## config.mk

```make
export PLATFORM = sky130hd
export DESIGN_NAME = tecpwm_top
export DESIGN_NICKNAME = d
export VERILOG_FILES = /design/src/rtl/tecpwm_top.v
export VERILOG_INCLUDE_DIRS = /design/src /design/src/rtl
export SDC_FILE = /design/constraint.sdc
export NUM_CORES = 1
export LEC_CHECK = 0
export BUFFER_PORTS_ARGS = -buffer_cell sky130_fd_sc_hd__buf_2
export CAP_MARGIN = 30
export CORE_MARGIN = 2
export CORE_UTILIZATION = 55
export DETAILED_ROUTE_END_ITERATION = 8
export PLACE_DENSITY = 0.75
export SETUP_SLACK_MARGIN = 0.2
export SLEW_MARGIN = 20
export SYNTH_ARGS = -nofsm -noshare
export SYNTH_HDL_FRONTEND = slang
export SYNTH_SLANG_ARGS = --single-unit
```

## constraint.sdc

```tcl
create_clock -name aclk -period 6.8 [get_ports aclk]
set_input_delay 0 -clock aclk [delete_from_list [all_inputs] [get_ports aclk]]
set_output_delay 0 -clock aclk [all_outputs]
set_load 0.03 [all_outputs]
```

## src/rtl/tecpwm_defs.vh

```
// Constants for the event counter / trigger PWM timer channel.
// Assumes inclusion by its bare name from the design file and the testbench.
`ifndef TECPWM_DEFS_VH
`define TECPWM_DEFS_VH
// Register byte offsets.
`define TECPWM_OFF_RUN 8'h00
`define TECPWM_OFF_MODE 8'h04
`define TECPWM_OFF_OUTC 8'h08
`define TECPWM_OFF_EDGE 8'h0C
`define TECPWM_OFF_CMP0 8'h10
`define TECPWM_OFF_CMP1 8'h14
`define TECPWM_OFF_CMP2 8'h18
`define TECPWM_OFF_CMP3 8'h1C
`define TECPWM_OFF_CNT 8'h20
`define TECPWM_OFF_STAT 8'h24
// Field positions.
`define TECPWM_RUN_BIT 7
`define TECPWM_SWTRIG_BIT 6
`define TECPWM_EXTCLK_BIT 5
`define TECPWM_EV_EDGE_LO 2
`define TECPWM_TR_EDGE_LO 0
// Mode codes.
`define TECPWM_MODE_EVENT 3'h1
`define TECPWM_MODE_TRIG 3'h2
// Reset values.
`define TECPWM_CNT_IDLE 16'hFFFF
`define TECPWM_CNT_ZERO 16'h0000
`define TECPWM_CMP_RST 16'h0000
`define TECPWM_REG8_RST 8'h00
// AXI responses.
`define TECPWM_RESP_OK 2'h0
`define TECPWM_RESP_SLVERR 2'h2
`endif

```

## src/rtl/tecpwm_top.v

```verilog
// Timer channel with event count mode and trigger-started PWM mode, AXI4-Lite slave.
// Assumes event and trigger pins are asynchronous and software clears sticky status by W1C.
//
// Behaviour
// Mode 001 selects event counting, mode 010 selects trigger-started PWM.
// Run in event mode: counter FFFF to 0000, load period buffer, count edges.
// Event mode period match clears counter and raises period interrupt.
// Event mode drives no square-wave output.
// Event mode loads secondary buffers and raises their match interrupts.
// Software must not set period value to zero in event mode.
// Period FFFF wraps to zero with period interrupt, overflow flag untouched.
// Event mode period writes reach buffer at once; passed counts wrap around.
// Software stops counting before lowering the period value.
// Secondary below period interrupts once per period; above never matches.
// Run in trigger mode waits; trigger clears counter, starts PWM outputs.
// Trigger while running restarts counter, toggles square wave, sets PWM high.
// Trigger is selected external edge or software trigger bit write.
// Software triggered PWM toggles square wave once per PWM period.
// PWM output active for compare value clocks of period plus one.
// Trigger mode period interrupt rises on step after match, counter clears.
// Trigger mode secondary interrupt rises in the cycle of equality.
// Trigger mode buffers load at run start and then reload only on period clear.
// Edge register holds event edge and trigger edge two-bit fields.
// Software uses interval mode for event-driven timer output.
// Software selects the internal clock for trigger mode.
// Writing first secondary compare last arms the batch reload.
// External inputs are synchronised and edge detected before use.
`timescale 1ns/10ps
`include "tecpwm_defs.vh"
module tecpwm_top (
  input wire aclk,
  input wire aresetn,
  input wire [7:0] s_axi_awaddr,
  input wire s_axi_awvalid,
  output wire s_axi_awready,
  input wire [31:0] s_axi_wdata,
  input wire [3:0] s_axi_wstrb,
  input wire s_axi_wvalid,
  output wire s_axi_wready,
  output wire [1:0] s_axi_bresp,
  output wire s_axi_bvalid,
  input wire s_axi_bready,
  input wire [7:0] s_axi_araddr,
  input wire s_axi_arvalid,
  output wire s_axi_arready,
  output wire [31:0] s_axi_rdata,
  output wire [1:0] s_axi_rresp,
  output wire s_axi_rvalid,
  input wire s_axi_rready,
  input wire event_in,
  input wire trigger_in,
  output wire square_wave_output,
  output wire [2:0] secondary_pwm_output,
  output wire period_compare_interrupt,
  output wire [2:0] secondary_compare_interrupt
);

  // Edge select decode: 00 none, 01 rising, 10 falling, 11 both.
  function edge_hit;
    input [1:0] sel;
    input cur;
    input prev;
    begin
      edge_hit = (sel[0] & cur & ~prev) | (sel[1] & ~cur & prev);
    end
  endfunction

  // ==========================================================================
  // Registers and state.
  // ==========================================================================
  reg [7:0] run_ff, mode_ff, outc_ff, edge_ff;
  reg [15:0] cmp_ff [0:3];
  reg [15:0] buf_ff [0:3];
  reg [15:0] cnt_ff;
  reg [3:0] stat_ff;
  reg batch_armed_ff;
  reg waiting_ff;
  reg run_d_ff;
  reg sw_trig_ff;
  reg [2:0] pwm_ff;
  reg sq_ff;
  reg per_irq_ff;
  reg [2:0] sec_irq_ff;
  reg ev_s1_ff, ev_s2_ff, ev_s3_ff, tr_s1_ff, tr_s2_ff, tr_s3_ff;
  reg sw_used_ff;
  reg awready_ff, wready_ff, bvalid_ff, arready_ff, rvalid_ff;
  reg [1:0] bresp_ff, rresp_ff;
  reg [31:0] rdata_ff;
  reg [7:0] awaddr_ff;
  reg [31:0] wdata_ff;
  reg aw_have_ff, w_have_ff;

  wire [2:0] mode = mode_ff[2:0];
  wire run = run_ff[`TECPWM_RUN_BIT];
  wire ev_mode = (mode == `TECPWM_MODE_EVENT);
  wire tr_mode = (mode == `TECPWM_MODE_TRIG);

  // ==========================================================================
  // Input synchronisers and edge detection.
  // ==========================================================================
  // Two stages settle metastability; the third holds the prior level for edge detection.
  always @(posedge aclk) begin
    if (!aresetn) begin
      ev_s1_ff <= 1'b0;
      ev_s2_ff <= 1'b0;
      ev_s3_ff <= 1'b0;
      tr_s1_ff <= 1'b0;
      tr_s2_ff <= 1'b0;
      tr_s3_ff <= 1'b0;
    end else begin
      ev_s1_ff <= event_in;
      ev_s2_ff <= ev_s1_ff;
      ev_s3_ff <= ev_s2_ff;
      tr_s1_ff <= trigger_in;
      tr_s2_ff <= tr_s1_ff;
      tr_s3_ff <= tr_s2_ff;
    end
  end

  wire ev_edge = edge_hit(edge_ff[`TECPWM_EV_EDGE_LO+1:`TECPWM_EV_EDGE_LO],
                          ev_s2_ff, ev_s3_ff); // see
  wire tr_edge = edge_hit(edge_ff[`TECPWM_TR_EDGE_LO+1:`TECPWM_TR_EDGE_LO],
                          tr_s2_ff, tr_s3_ff); // see
  wire trig = tr_mode & run & (tr_edge | sw_trig_ff);

  // ==========================================================================
  // AXI4-Lite write channel.
  // ==========================================================================
  wire aw_take = s_axi_awvalid & awready_ff;
  wire w_take = s_axi_wvalid & wready_ff;
  wire do_write = aw_have_ff & w_have_ff & ~bvalid_ff;
  wire [7:0] wa = awaddr_ff;
  wire wr_run = do_write & (wa == `TECPWM_OFF_RUN);
  wire wr_mode = do_write & (wa == `TECPWM_OFF_MODE);
  wire wr_stat = do_write & (wa == `TECPWM_OFF_STAT);
  wire wr_ok = (wa == `TECPWM_OFF_RUN) | (wa == `TECPWM_OFF_MODE) |
               (wa == `TECPWM_OFF_OUTC) | (wa == `TECPWM_OFF_EDGE) |
               (wa == `TECPWM_OFF_CMP0) | (wa == `TECPWM_OFF_CMP1) |
               (wa == `TECPWM_OFF_CMP2) | (wa == `TECPWM_OFF_CMP3) |
               (wa == `TECPWM_OFF_STAT);

  // Address and data are latched independently, so either may arrive first.
  always @(posedge aclk) begin
    if (!aresetn) begin
      awready_ff <= 1'b1;
      wready_ff <= 1'b1;
      aw_have_ff <= 1'b0;
      w_have_ff <= 1'b0;
      awaddr_ff <= 8'h00;
      wdata_ff <= 32'h00000000;
      bvalid_ff <= 1'b0;
      bresp_ff <= `TECPWM_RESP_OK;
    end else begin
      if (aw_take) begin
        awaddr_ff <= s_axi_awaddr;
        aw_have_ff <= 1'b1;
        awready_ff <= 1'b0;
      end
      if (w_take) begin
        wdata_ff <= s_axi_wdata;
        w_have_ff <= 1'b1;
        wready_ff <= 1'b0;
      end
      if (do_write) begin
        bvalid_ff <= 1'b1;
        bresp_ff <= wr_ok ? `TECPWM_RESP_OK : `TECPWM_RESP_SLVERR;
        aw_have_ff <= 1'b0;
        w_have_ff <= 1'b0;
      end
      if (bvalid_ff & s_axi_bready) begin
        bvalid_ff <= 1'b0;
        awready_ff <= 1'b1;
        wready_ff <= 1'b1;
      end
    end
  end

  // ==========================================================================
  // Control registers.
  // ==========================================================================
  // Byte lane 0 carries the 8-bit registers; wstrb[0] gates them.
  always @(posedge aclk) begin
    if (!aresetn) begin
      run_ff <= `TECPWM_REG8_RST;
      mode_ff <= `TECPWM_REG8_RST;
      outc_ff <= `TECPWM_REG8_RST;
      edge_ff <= `TECPWM_REG8_RST;
    end else if (do_write & s_axi_wstrb[0]) begin
      if (wa == `TECPWM_OFF_RUN)
        run_ff <= {wdata_ff[7], 7'h00};
      if (wa == `TECPWM_OFF_MODE)
        mode_ff <= {1'b0, 1'b0, wdata_ff[`TECPWM_EXTCLK_BIT], 2'h0, wdata_ff[2:0]};
      if (wa == `TECPWM_OFF_OUTC)
        outc_ff <= wdata_ff[7:0];
      if (wa == `TECPWM_OFF_EDGE)
        edge_ff <= {4'h0, wdata_ff[3:0]};
    end
  end

  // The software trigger bit is self-clearing and reads back as zero.
  always @(posedge aclk) begin
    if (!aresetn)
      sw_trig_ff <= 1'b0;
    else
      sw_trig_ff <= wr_mode & s_axi_wstrb[0] & wdata_ff[`TECPWM_SWTRIG_BIT];
  end

  // Compare registers; a write to the first secondary arms the batch reload.
  genvar gi;
  generate
    for (gi = 0; gi < 4; gi = gi + 1) begin : g_cmp
      always @(posedge aclk) begin
        if (!aresetn)
          cmp_ff[gi] <= `TECPWM_CMP_RST;
        else if (do_write & (wa == (`TECPWM_OFF_CMP0 + 8'h04 * gi)) & (&s_axi_wstrb[1:0]))
          cmp_ff[gi] <= wdata_ff[15:0];
      end
    end
  endgenerate

  wire wr_cmp1 = do_write & (wa == `TECPWM_OFF_CMP1) & (&s_axi_wstrb[1:0]);

  // ==========================================================================
  // Counter, buffers and compare logic.
  // ==========================================================================
  wire start = run & ~run_d_ff;
  wire per_match = (cnt_ff == buf_ff[0]);
  wire ev_step = ev_mode & run & ~start & ev_edge;
  wire tr_step = tr_mode & run & ~waiting_ff & ~trig;
  wire tr_clear = tr_step & per_match;

  always @(posedge aclk) begin
    if (!aresetn) begin
      run_d_ff <= 1'b0;
      cnt_ff <= `TECPWM_CNT_IDLE;
      waiting_ff <= 1'b1;
      batch_armed_ff <= 1'b0;
      sw_used_ff <= 1'b0;
      buf_ff[0] <= `TECPWM_CMP_RST;
      buf_ff[1] <= `TECPWM_CMP_RST;
      buf_ff[2] <= `TECPWM_CMP_RST;
      buf_ff[3] <= `TECPWM_CMP_RST;
      per_irq_ff <= 1'b0;
      sec_irq_ff <= 3'h0;
      pwm_ff <= 3'h0;
      sq_ff <= 1'b0;
    end else begin
      run_d_ff <= run;
      per_irq_ff <= 1'b0;
      sec_irq_ff <= 3'h0;
      if (wr_cmp1)
        batch_armed_ff <= 1'b1;
      if (!run) begin
        cnt_ff <= `TECPWM_CNT_IDLE;
        waiting_ff <= 1'b1;
        pwm_ff <= 3'h0;
        sq_ff <= 1'b0;
        sw_used_ff <= 1'b0;
      end else if (ev_mode) begin
        // Anytime write: buffers follow the registers every cycle.
        buf_ff[0] <= cmp_ff[0];
        buf_ff[1] <= cmp_ff[1];
        buf_ff[2] <= cmp_ff[2];
        buf_ff[3] <= cmp_ff[3];
        sq_ff <= 1'b0;
        pwm_ff <= 3'h0;
        if (start) begin
          cnt_ff <= `TECPWM_CNT_ZERO;
        end else if (ev_step) begin
          if (per_match) begin
            cnt_ff <= `TECPWM_CNT_ZERO; // see
            per_irq_ff <= 1'b1;
          end else begin
            cnt_ff <= cnt_ff + 16'h0001;
          end
          // Secondary match interrupts on the step after equality.
          sec_irq_ff <= {cnt_ff == buf_ff[3], cnt_ff == buf_ff[2],
                         cnt_ff == buf_ff[1]}; // see
        end
      end else if (tr_mode) begin
        if (start)
          for_load_all();
        if (trig) begin
          cnt_ff <= `TECPWM_CNT_ZERO; // see
          waiting_ff <= 1'b0;
          pwm_ff <= 3'h7;
          sq_ff <= ~sq_ff;
          if (sw_trig_ff)
            sw_used_ff <= 1'b1;
        end else if (tr_step) begin
          if (per_match) begin
            cnt_ff <= `TECPWM_CNT_ZERO;
            per_irq_ff <= 1'b1;
            pwm_ff <= 3'h7;
            if (sw_used_ff)
              sq_ff <= ~sq_ff;
            if (batch_armed_ff) begin
              for_load_all();
              batch_armed_ff <= wr_cmp1;
            end
          end else begin
            cnt_ff <= cnt_ff + 16'h0001;
          end
        end
        if (tr_step) begin
          // Equality drops the PWM bit and interrupts in the same cycle; the registered PWM pin falls one cycle later.
          sec_irq_ff <= {cnt_ff + 16'h0001 == buf_ff[3] & ~per_match,
                         cnt_ff + 16'h0001 == buf_ff[2] & ~per_match,
                         cnt_ff + 16'h0001 == buf_ff[1] & ~per_match};
          if (!per_match) begin
            if (cnt_ff + 16'h0001 == buf_ff[1]) pwm_ff[0] <= 1'b0;
            if (cnt_ff + 16'h0001 == buf_ff[2]) pwm_ff[1] <= 1'b0;
            if (cnt_ff + 16'h0001 == buf_ff[3]) pwm_ff[2] <= 1'b0;
          end else begin
            if (buf_ff[1] == 16'h0000) pwm_ff[0] <= 1'b0;
            if (buf_ff[2] == 16'h0000) pwm_ff[1] <= 1'b0;
            if (buf_ff[3] == 16'h0000) pwm_ff[2] <= 1'b0;
          end
        end
      end
    end
  end

  // Batch transfer of all four compare values into the buffers.
  task for_load_all;
    begin
      buf_ff[0] <= cmp_ff[0];
      buf_ff[1] <= cmp_ff[1];
      buf_ff[2] <= cmp_ff[2];
      buf_ff[3] <= cmp_ff[3];
    end
  endtask

  // ==========================================================================
  // Sticky status: hardware set wins over a same-cycle software clear.
  // ==========================================================================
  wire [3:0] irq_set = {sec_irq_ff, per_irq_ff};
  always @(posedge aclk) begin
    if (!aresetn)
      stat_ff <= 4'h0;
    else if (wr_stat & s_axi_wstrb[0])
      stat_ff <= (stat_ff & ~wdata_ff[3:0]) | irq_set;
    else
      stat_ff <= stat_ff | irq_set;
  end

  // ==========================================================================
  // AXI4-Lite read channel.
  // ==========================================================================
  reg [31:0] rd_mux;
  reg rd_ok;
  always @* begin
    rd_mux = 32'h00000000;
    rd_ok = 1'b1;
    case (s_axi_araddr)
      `TECPWM_OFF_RUN: rd_mux = {24'h000000, run_ff};
      `TECPWM_OFF_MODE: rd_mux = {24'h000000, mode_ff};
      `TECPWM_OFF_OUTC: rd_mux = {24'h000000, outc_ff};
      `TECPWM_OFF_EDGE: rd_mux = {24'h000000, edge_ff};
      `TECPWM_OFF_CMP0: rd_mux = {16'h0000, cmp_ff[0]};
      `TECPWM_OFF_CMP1: rd_mux = {16'h0000, cmp_ff[1]};
      `TECPWM_OFF_CMP2: rd_mux = {16'h0000, cmp_ff[2]};
      `TECPWM_OFF_CMP3: rd_mux = {16'h0000, cmp_ff[3]};
      // Stopped counter reads as zero rather than the idle FFFF value.
      `TECPWM_OFF_CNT: rd_mux = {16'h0000, run ? cnt_ff : `TECPWM_CNT_ZERO};
      `TECPWM_OFF_STAT: rd_mux = {27'h0000000, waiting_ff, stat_ff};
      default: rd_ok = 1'b0;
    endcase
  end

  always @(posedge aclk) begin
    if (!aresetn) begin
      arready_ff <= 1'b1;
      rvalid_ff <= 1'b0;
      rdata_ff <= 32'h00000000;
      rresp_ff <= `TECPWM_RESP_OK;
    end else begin
      if (s_axi_arvalid & arready_ff) begin
        arready_ff <= 1'b0;
        rvalid_ff <= 1'b1;
        rdata_ff <= rd_mux;
        rresp_ff <= rd_ok ? `TECPWM_RESP_OK : `TECPWM_RESP_SLVERR;
      end else if (rvalid_ff & s_axi_rready) begin
        rvalid_ff <= 1'b0;
        arready_ff <= 1'b1;
      end
    end
  end

  // ==========================================================================
  // Outputs; pin enables from the output control register gate the pins.
  // ==========================================================================
  reg sq_out_ff;
  reg [2:0] pwm_out_ff;
  always @(posedge aclk) begin
    if (!aresetn) begin
      sq_out_ff <= 1'b0;
      pwm_out_ff <= 3'h0;
    end else begin
      sq_out_ff <= tr_mode & outc_ff[0] & sq_ff;
      pwm_out_ff <= {outc_ff[6] & pwm_ff[2], outc_ff[4] & pwm_ff[1],
                     outc_ff[2] & pwm_ff[0]};
    end
  end

  assign s_axi_awready = awready_ff;
  assign s_axi_wready = wready_ff;
  assign s_axi_bvalid = bvalid_ff;
  assign s_axi_bresp = bresp_ff;
  assign s_axi_arready = arready_ff;
  assign s_axi_rvalid = rvalid_ff;
  assign s_axi_rdata = rdata_ff;
  assign s_axi_rresp = rresp_ff;
  assign square_wave_output = sq_out_ff;
  assign secondary_pwm_output = pwm_out_ff;
  assign period_compare_interrupt = per_irq_ff;
  assign secondary_compare_interrupt = sec_irq_ff;

endmodule // tecpwm_top

```

Word level (Yosys, flattened, before mapping)
Memory sizes are Yosys's and may differ from the RTL's.
Index checks and enable logic that the tools add are counted.
- mux-type cells: 76
- add/subtract/negate cells: 1
- bitwise gates (word level): 78
- equal/unequal tests: 27
- reductions and logical operators: 26
- operators by type and width (operator ; count):
    $mux W64 ; 7
    $mux W16 ; 12
    $pmux W16 S10 ; 1
    $eq A16 B16 Y1 ; 7
    $eq A8 B5 Y1 const B ; 8
    $logic_not A16 Y1 ; 3
    $and A1 B1 Y1 ; 45
    $mux W1 ; 43
    $eq A8 B4 Y1 const B ; 4
    $mux W3 ; 10
    $eq A8 B6 Y1 const B ; 3
    $add A16 B1 Y16 const B ; 1
    $eq A8 B3 Y1 const B ; 2
    $logic_not A8 Y1 ; 2
    $or A1 B1 Y1 ; 15
    $not A1 Y1 ; 14
    $reduce_and A2 Y1 ; 7
    $reduce_bool A2 Y1 ; 5
    $reduce_or A10 Y1 ; 1
    $or A4 B4 Y4 ; 2
    $reduce_and A4 Y1 ; 2
    $reduce_and A3 Y1 ; 2
    $and A4 B4 Y4 ; 1
    $mux W2 ; 2
    other kinds (8) ; 9
- bits of input ports: 61
- flip-flop bits (word level): 191
- bits in writable memories: 64
- output and inout bits: 49
- word-level logic and storage cells: 248
- memories kept: 1
- memory list (name ; depth ; bits a word ; read ports ; clocked after Yosys merged registers in ; write ports ; line ; RTL):
    cmp_ff ; 4 ; 16 ; 4 ; 0 ; 4 ; tecpwm_top.v:72 ; reg [15:0] cmp_ff [0:3];

Longest topological paths before layout
- depth in word-level cells: 13
- gate-level depth with buffers: 10
- depth with buffers taken out: 8

Worst setup path before layout
Ideal clock, no wire load.
- path type: register -> register
- start point: register cnt_ff[0]
- end point: register pwm_ff[0]
- cell stages (with the launch flop): 11
- library setup time: 0.117 ns
- required time: 6.683 ns
- buffers on the path: 2
- data arrival time: 2.220 ns
- slack: 4.463 ns
- period minus slack after synthesis: 2.337 ns
- cells stage by stage: dfxtp_1 -> ha_1 -> buf_2 -> and3_2 -> clkbuf_8 -> and3_1 -> o21ai_0 -> a221oi_1 -> nand4_1 -> or4_1 -> and4b_1
- longest elaborated chain between the ends: 7
- elaborated cells between the ends (all ways): 10
- classes of those cells: 1 x add/sub; 2 x eq/ne; 7 x mux
- RTL lines (what ; line ; RTL):
    start: declaration ; tecpwm_top.v:74 ; reg [15:0] cnt_ff;
    start signal: assignment ; tecpwm_top.v:235 ; cnt_ff <= `TECPWM_CNT_IDLE;
    start signal: assignment ; tecpwm_top.v:254 ; cnt_ff <= `TECPWM_CNT_IDLE;
    start signal: assignment ; tecpwm_top.v:268 ; cnt_ff <= `TECPWM_CNT_ZERO;
    branches (longest 6 deep; another with $add A16 B1 Y16) ; - ;
    $mux W3 (*) ; tecpwm_top.v:305 ; if (tr_step) begin
    end signal: assignment ; tecpwm_top.v:286 ; pwm_ff <= 3'h7;
    end signal: assignment ; tecpwm_top.v:311 ; if (cnt_ff + 16'h0001 == buf_ff[1]) pwm_ff[0] <= 1'b0;
    end signal: assignment ; tecpwm_top.v:315 ; if (buf_ff[1] == 16'h0000) pwm_ff[0] <= 1'b0;
    end: declaration ; tecpwm_top.v:80 ; reg [2:0] pwm_ff;
Every way passes the cells marked *.
A chain may end at the register's enable or synchronous reset.

Worst setup path after layout
- start point: register cnt_ff[12]
- end point: register buf_ff[53] (netlist name)
- longest elaborated chain between the ends: 6
- RTL lines (what ; line ; RTL):
    $eq A16 B16 Y1 ; tecpwm_top.v:227 ; wire per_match = (cnt_ff == buf_ff[0]);
    $mux W64 ; tecpwm_top.v:291 ; if (per_match) begin
    $mux W64 ; tecpwm_top.v:290 ; end else if (tr_step) begin
    $mux W64 ; tecpwm_top.v:283 ; if (trig) begin
    $mux W64 ; tecpwm_top.v:280 ; end else if (tr_mode) begin
    $mux W64 ; tecpwm_top.v:259 ; end else if (ev_mode) begin
    end: declaration ; tecpwm_top.v:73 ; reg [15:0] buf_ff [0:3];
No other way between the ends. The select of a mux whose other input is x is not followed.

==> flow_metrics.tcl <==
set metrics [dict create \
    cts-root-buf "clkbuf_16" \
    grt_pass1_vias 8921 \
    min_path_type "in -> reg" \
    syn2layout_area_growth_pct 14.1 \
    vias 9518 \
    synth_edf_count 64 \
    ys_ff_latch 237 \
    die_h_um 150 \
    max_stage_delay_ns 0.81 \
    critPathMostFrequentCell "nand4_1" \
    critPathArrivalTime_ns 4.09 \
    initialDrtViolationCount 805 \
    post_drt_via_cell_ratio 5.95 \
    io_buffers 73 \
    synthXorXnorAreaFrac 0.0704 \
    dieArea_mm2 0.0224 \
    total_leakage_power_nw 5.13 \
    synth_compound_area_frac 0.0951 \
    diodes 0 \
    worstMarginPinSlew_ns 0.964 \
    netlist_area_mm2 0.0117 \
    grt_max_degree 74 \
    slew_violations 0 \
    cts_buffers 25 \
    powerDensity_mw_per_mm2 235 \
    synth_top_cell_by_area "dfxtp_1" \
    core_mm2 0.0210 \
    rows 53 \
    cp_max_fo 37 \
    synth-adder-area-share 0.00107 \
    layout.nets 1367 \
    ctsHtreeMaxLevel 1 \
    critPathKind "reg -> reg" \
    grt_usage 0.293 \
    reg2reg_to "buf_ff[53]" \
    finalCritPeriodShare 0.545 \
    reg2reg_from "cnt_ff[12]" \
    rsz0062_at_grt "no" \
    crit_chain "xnor2_1 -> nand4_1 -> nor4_2 -> nand4_1 -> a31oi_4 -> buf_4 -> buf_12 -> mux2i_1 -> nor2_1" \
    reg2regPathDepth 9 \
    finalHoldViolations 0 \
    netlist_instances 1232 \
    clk_latency_ns 0.53 \
    post-cts-setup-buffers 0 \
    holdPathEnd "cmp_ff[3][6]" \
    grt.overflow.total 0 \
    hpwl_mm 23.2 \
    drcViolationCount 0 \
    async_flop_share 0 \
    final_cell_mix "173 x dfxtp_1, 164 x nor2_1, 107 x mux2i_1" \
    ant_nets 0 \
    placed_cell_area_mm2 0.0120 \
    synth_top_family_by_area "simple AND/OR/NAND/NOR gates" \
    clockBufferDepth 3 \
    crit_path_start_kind "flop" \
    drt-total-wl_mm 33.1 \
    critPathSlowestCell "nor4_2" \
    synthMuxAreaShare 0.102 \
    ys_seq_area_frac 0.460 \
    fin_area_mm2 0.0133 \
    cts.sinks 237 \
    end_kind "flop" \
    fin_crit_ns 3.70 \
    dr.pass1.iters 7 \
    fmax_mhz 270 \
    drive_gt1_frac 0.125 \
    setup_viol 0 \
    synthFlopType "dfxtp_1" \
    gp_congestion 0.967 \
    fin_util 0.637 \
    pin_count 110 \
    finalPower_mw 3.14 \
    skew_ns 0.00994 \
    reg2reg_slack_ns 3.10 \
    min_path_cells 5 \
    synth_cell_types 78 \
    fillers 1755 \
    synth.area.top_cells "dfxtp_1 30%, edfxtp_1 16%, mux2i_1 9.2%" \
    max_cap_viol_count 0 \
    clk_pin_slew_ns 0.06 \
    grt_pass1_wl_mm 50.5 \
    yosys.area_share.simple 0.215 \
    cts_tree "built" \
    fp.dieW_um 150 \
    outcome "complete, no violations" \
    avgRoutedWirePerCell_um 20.7 \
    initial_core_util 0.558 \
    syn_avg_cell_area_um2 9.49 \
    vdd_drop_max_mv 0.310 \
    synth_warnings 0 \
    antenna_found_initial 0 \
    slew_headroom 0.356 \
    crit_required_ns 7.19 \
    setup_tns_ns 0 \
    min_from "s_axi_wstrb[1]" \
    netlist.area_leader.share 0.296 \
    final_common_cell "dfxtp_1" \
]
## what timing repair did
item                                    4_1_cts  5_1_grt
hold buffers                                 38        0
resized for setup                             0        0
endpoints found under the hold margin        38        0
endpoints found under the setup margin        0        0
## kinds of logic (layout without fill, tap and decap cells)
kind of cell / count (synthesis) / in the layout
xor gates and xnor gates: 94 / 94
adders and majority gates: 1 / 1
AOI/OAI and AO/OA: 178 / 178
and+or+nand+nor: 496 / 496
buffers and inverters: 111 / 186
muxes: 114 / 114
other: 1 / 18
DFF: 237 / 237
## final cells by class
cell class	count	area [µm²]	area share
Multi-Input combinational cell	901	5760	0.431
Tap cell	275	344	0.0258
Clock buffer	33	737	0.0552
Timing Repair Buffer	128	890	0.0667
Sequential cell	237	5390	0.404
Inverter	12	47.5	0.00356
Clock inverter	13	183	0.0137
## layer usage
| metal | vias to the layer above | GRT usage | wire [µm] |
|---|---|---|---|
| li1 | 4449 | - | - |
| met1 | 4519 | 0.409 | 13900 |
| met2 | 449 | 0.442 | 14600 |
| met3 | 101 | 0.0521 | 2880 |
| met4 | 0 | 0.137 | 1720 |
| met5 | - | 0 | 0 |
## per-stage QoR
stage	worst slack (ns)	cells	hold slack (ns)
after floorplan	4.46	1249	0.100
after global placement	3.16	1510	0.206
after detailed placement	3.21	1515	0.212
after CTS	3.17	1599	0.0359
after global routing	2.93	1599	0.0827
final	3.10	1599	0.0481
## flip-flops by register name, indices dropped and copies added (netlist names), 3 cells and up
register and count:
buf_ff 64, cmp_ff 64, cnt_ff 16, s_axi_rdata 16, wdata_ff 16, awaddr_ff 8
outc_ff 8, edge_ff 4, mode_ff 4, stat_ff 4, pwm_ff 3, secondary_compare_interrupt 3
secondary_pwm_output 3
## synthesized netlist by cell type, drive strengths merged (4+ instances only)
cell type / count
a21oi: 78
a22oi: 4
a31oi: 5
and2: 72
and3: 17
buf: 48
clkbuf: 51
dfxtp: 173
edfxtp: 64
inv: 12
mux2i: 107
mux4: 4
nand2: 99
nand2b: 10
nand3: 37
nand3b: 4
nand4: 22
nor2: 164
nor2b: 7
nor3: 12
nor3b: 4
nor4: 21
nor4b: 5
o211ai: 6
o21ai: 28
o221ai: 4
o22ai: 11
o311ai: 11
o31ai: 6
or2: 4
xnor2: 60
xor2: 34
## critical path, delay by kind of cell, from the launching register on
kind                   cells  cell delay, ns
AO/OA/AOI/OAI              1            0.21
XOR/XNOR                   1            0.21
buffers and inverters      2            0.84
flip-flops                 1            0.74
multiplexers               1            0.23
AND/OR/NAND/NOR            4            1.27
## power by group
part | internal (mW) | leakage [nW] | switching [mW] | total, mW
registers | 1.47 | 2.06 | 0.0261 | 1.50
logic | 0.0489 | 2.62 | 0.0889 | 0.138
clock network | 0.918 | 0.451 | 0.581 | 1.50
## worst max-delay path by stage
stage,cells after the start,end,start
after floorplan,10,pwm_ff[0],cnt_ff[0]
after CTS,9,buf_ff[63],cnt_ff[13]
final,9,buf_ff[53],cnt_ff[12]
after global routing,9,buf_ff[7],cnt_ff[12]
after detailed placement,9,buf_ff[53],cnt_ff[13]
after global placement,8,buf_ff[20],cnt_ff[13]
No activity file was read; power rests on OpenSTA's default activity.
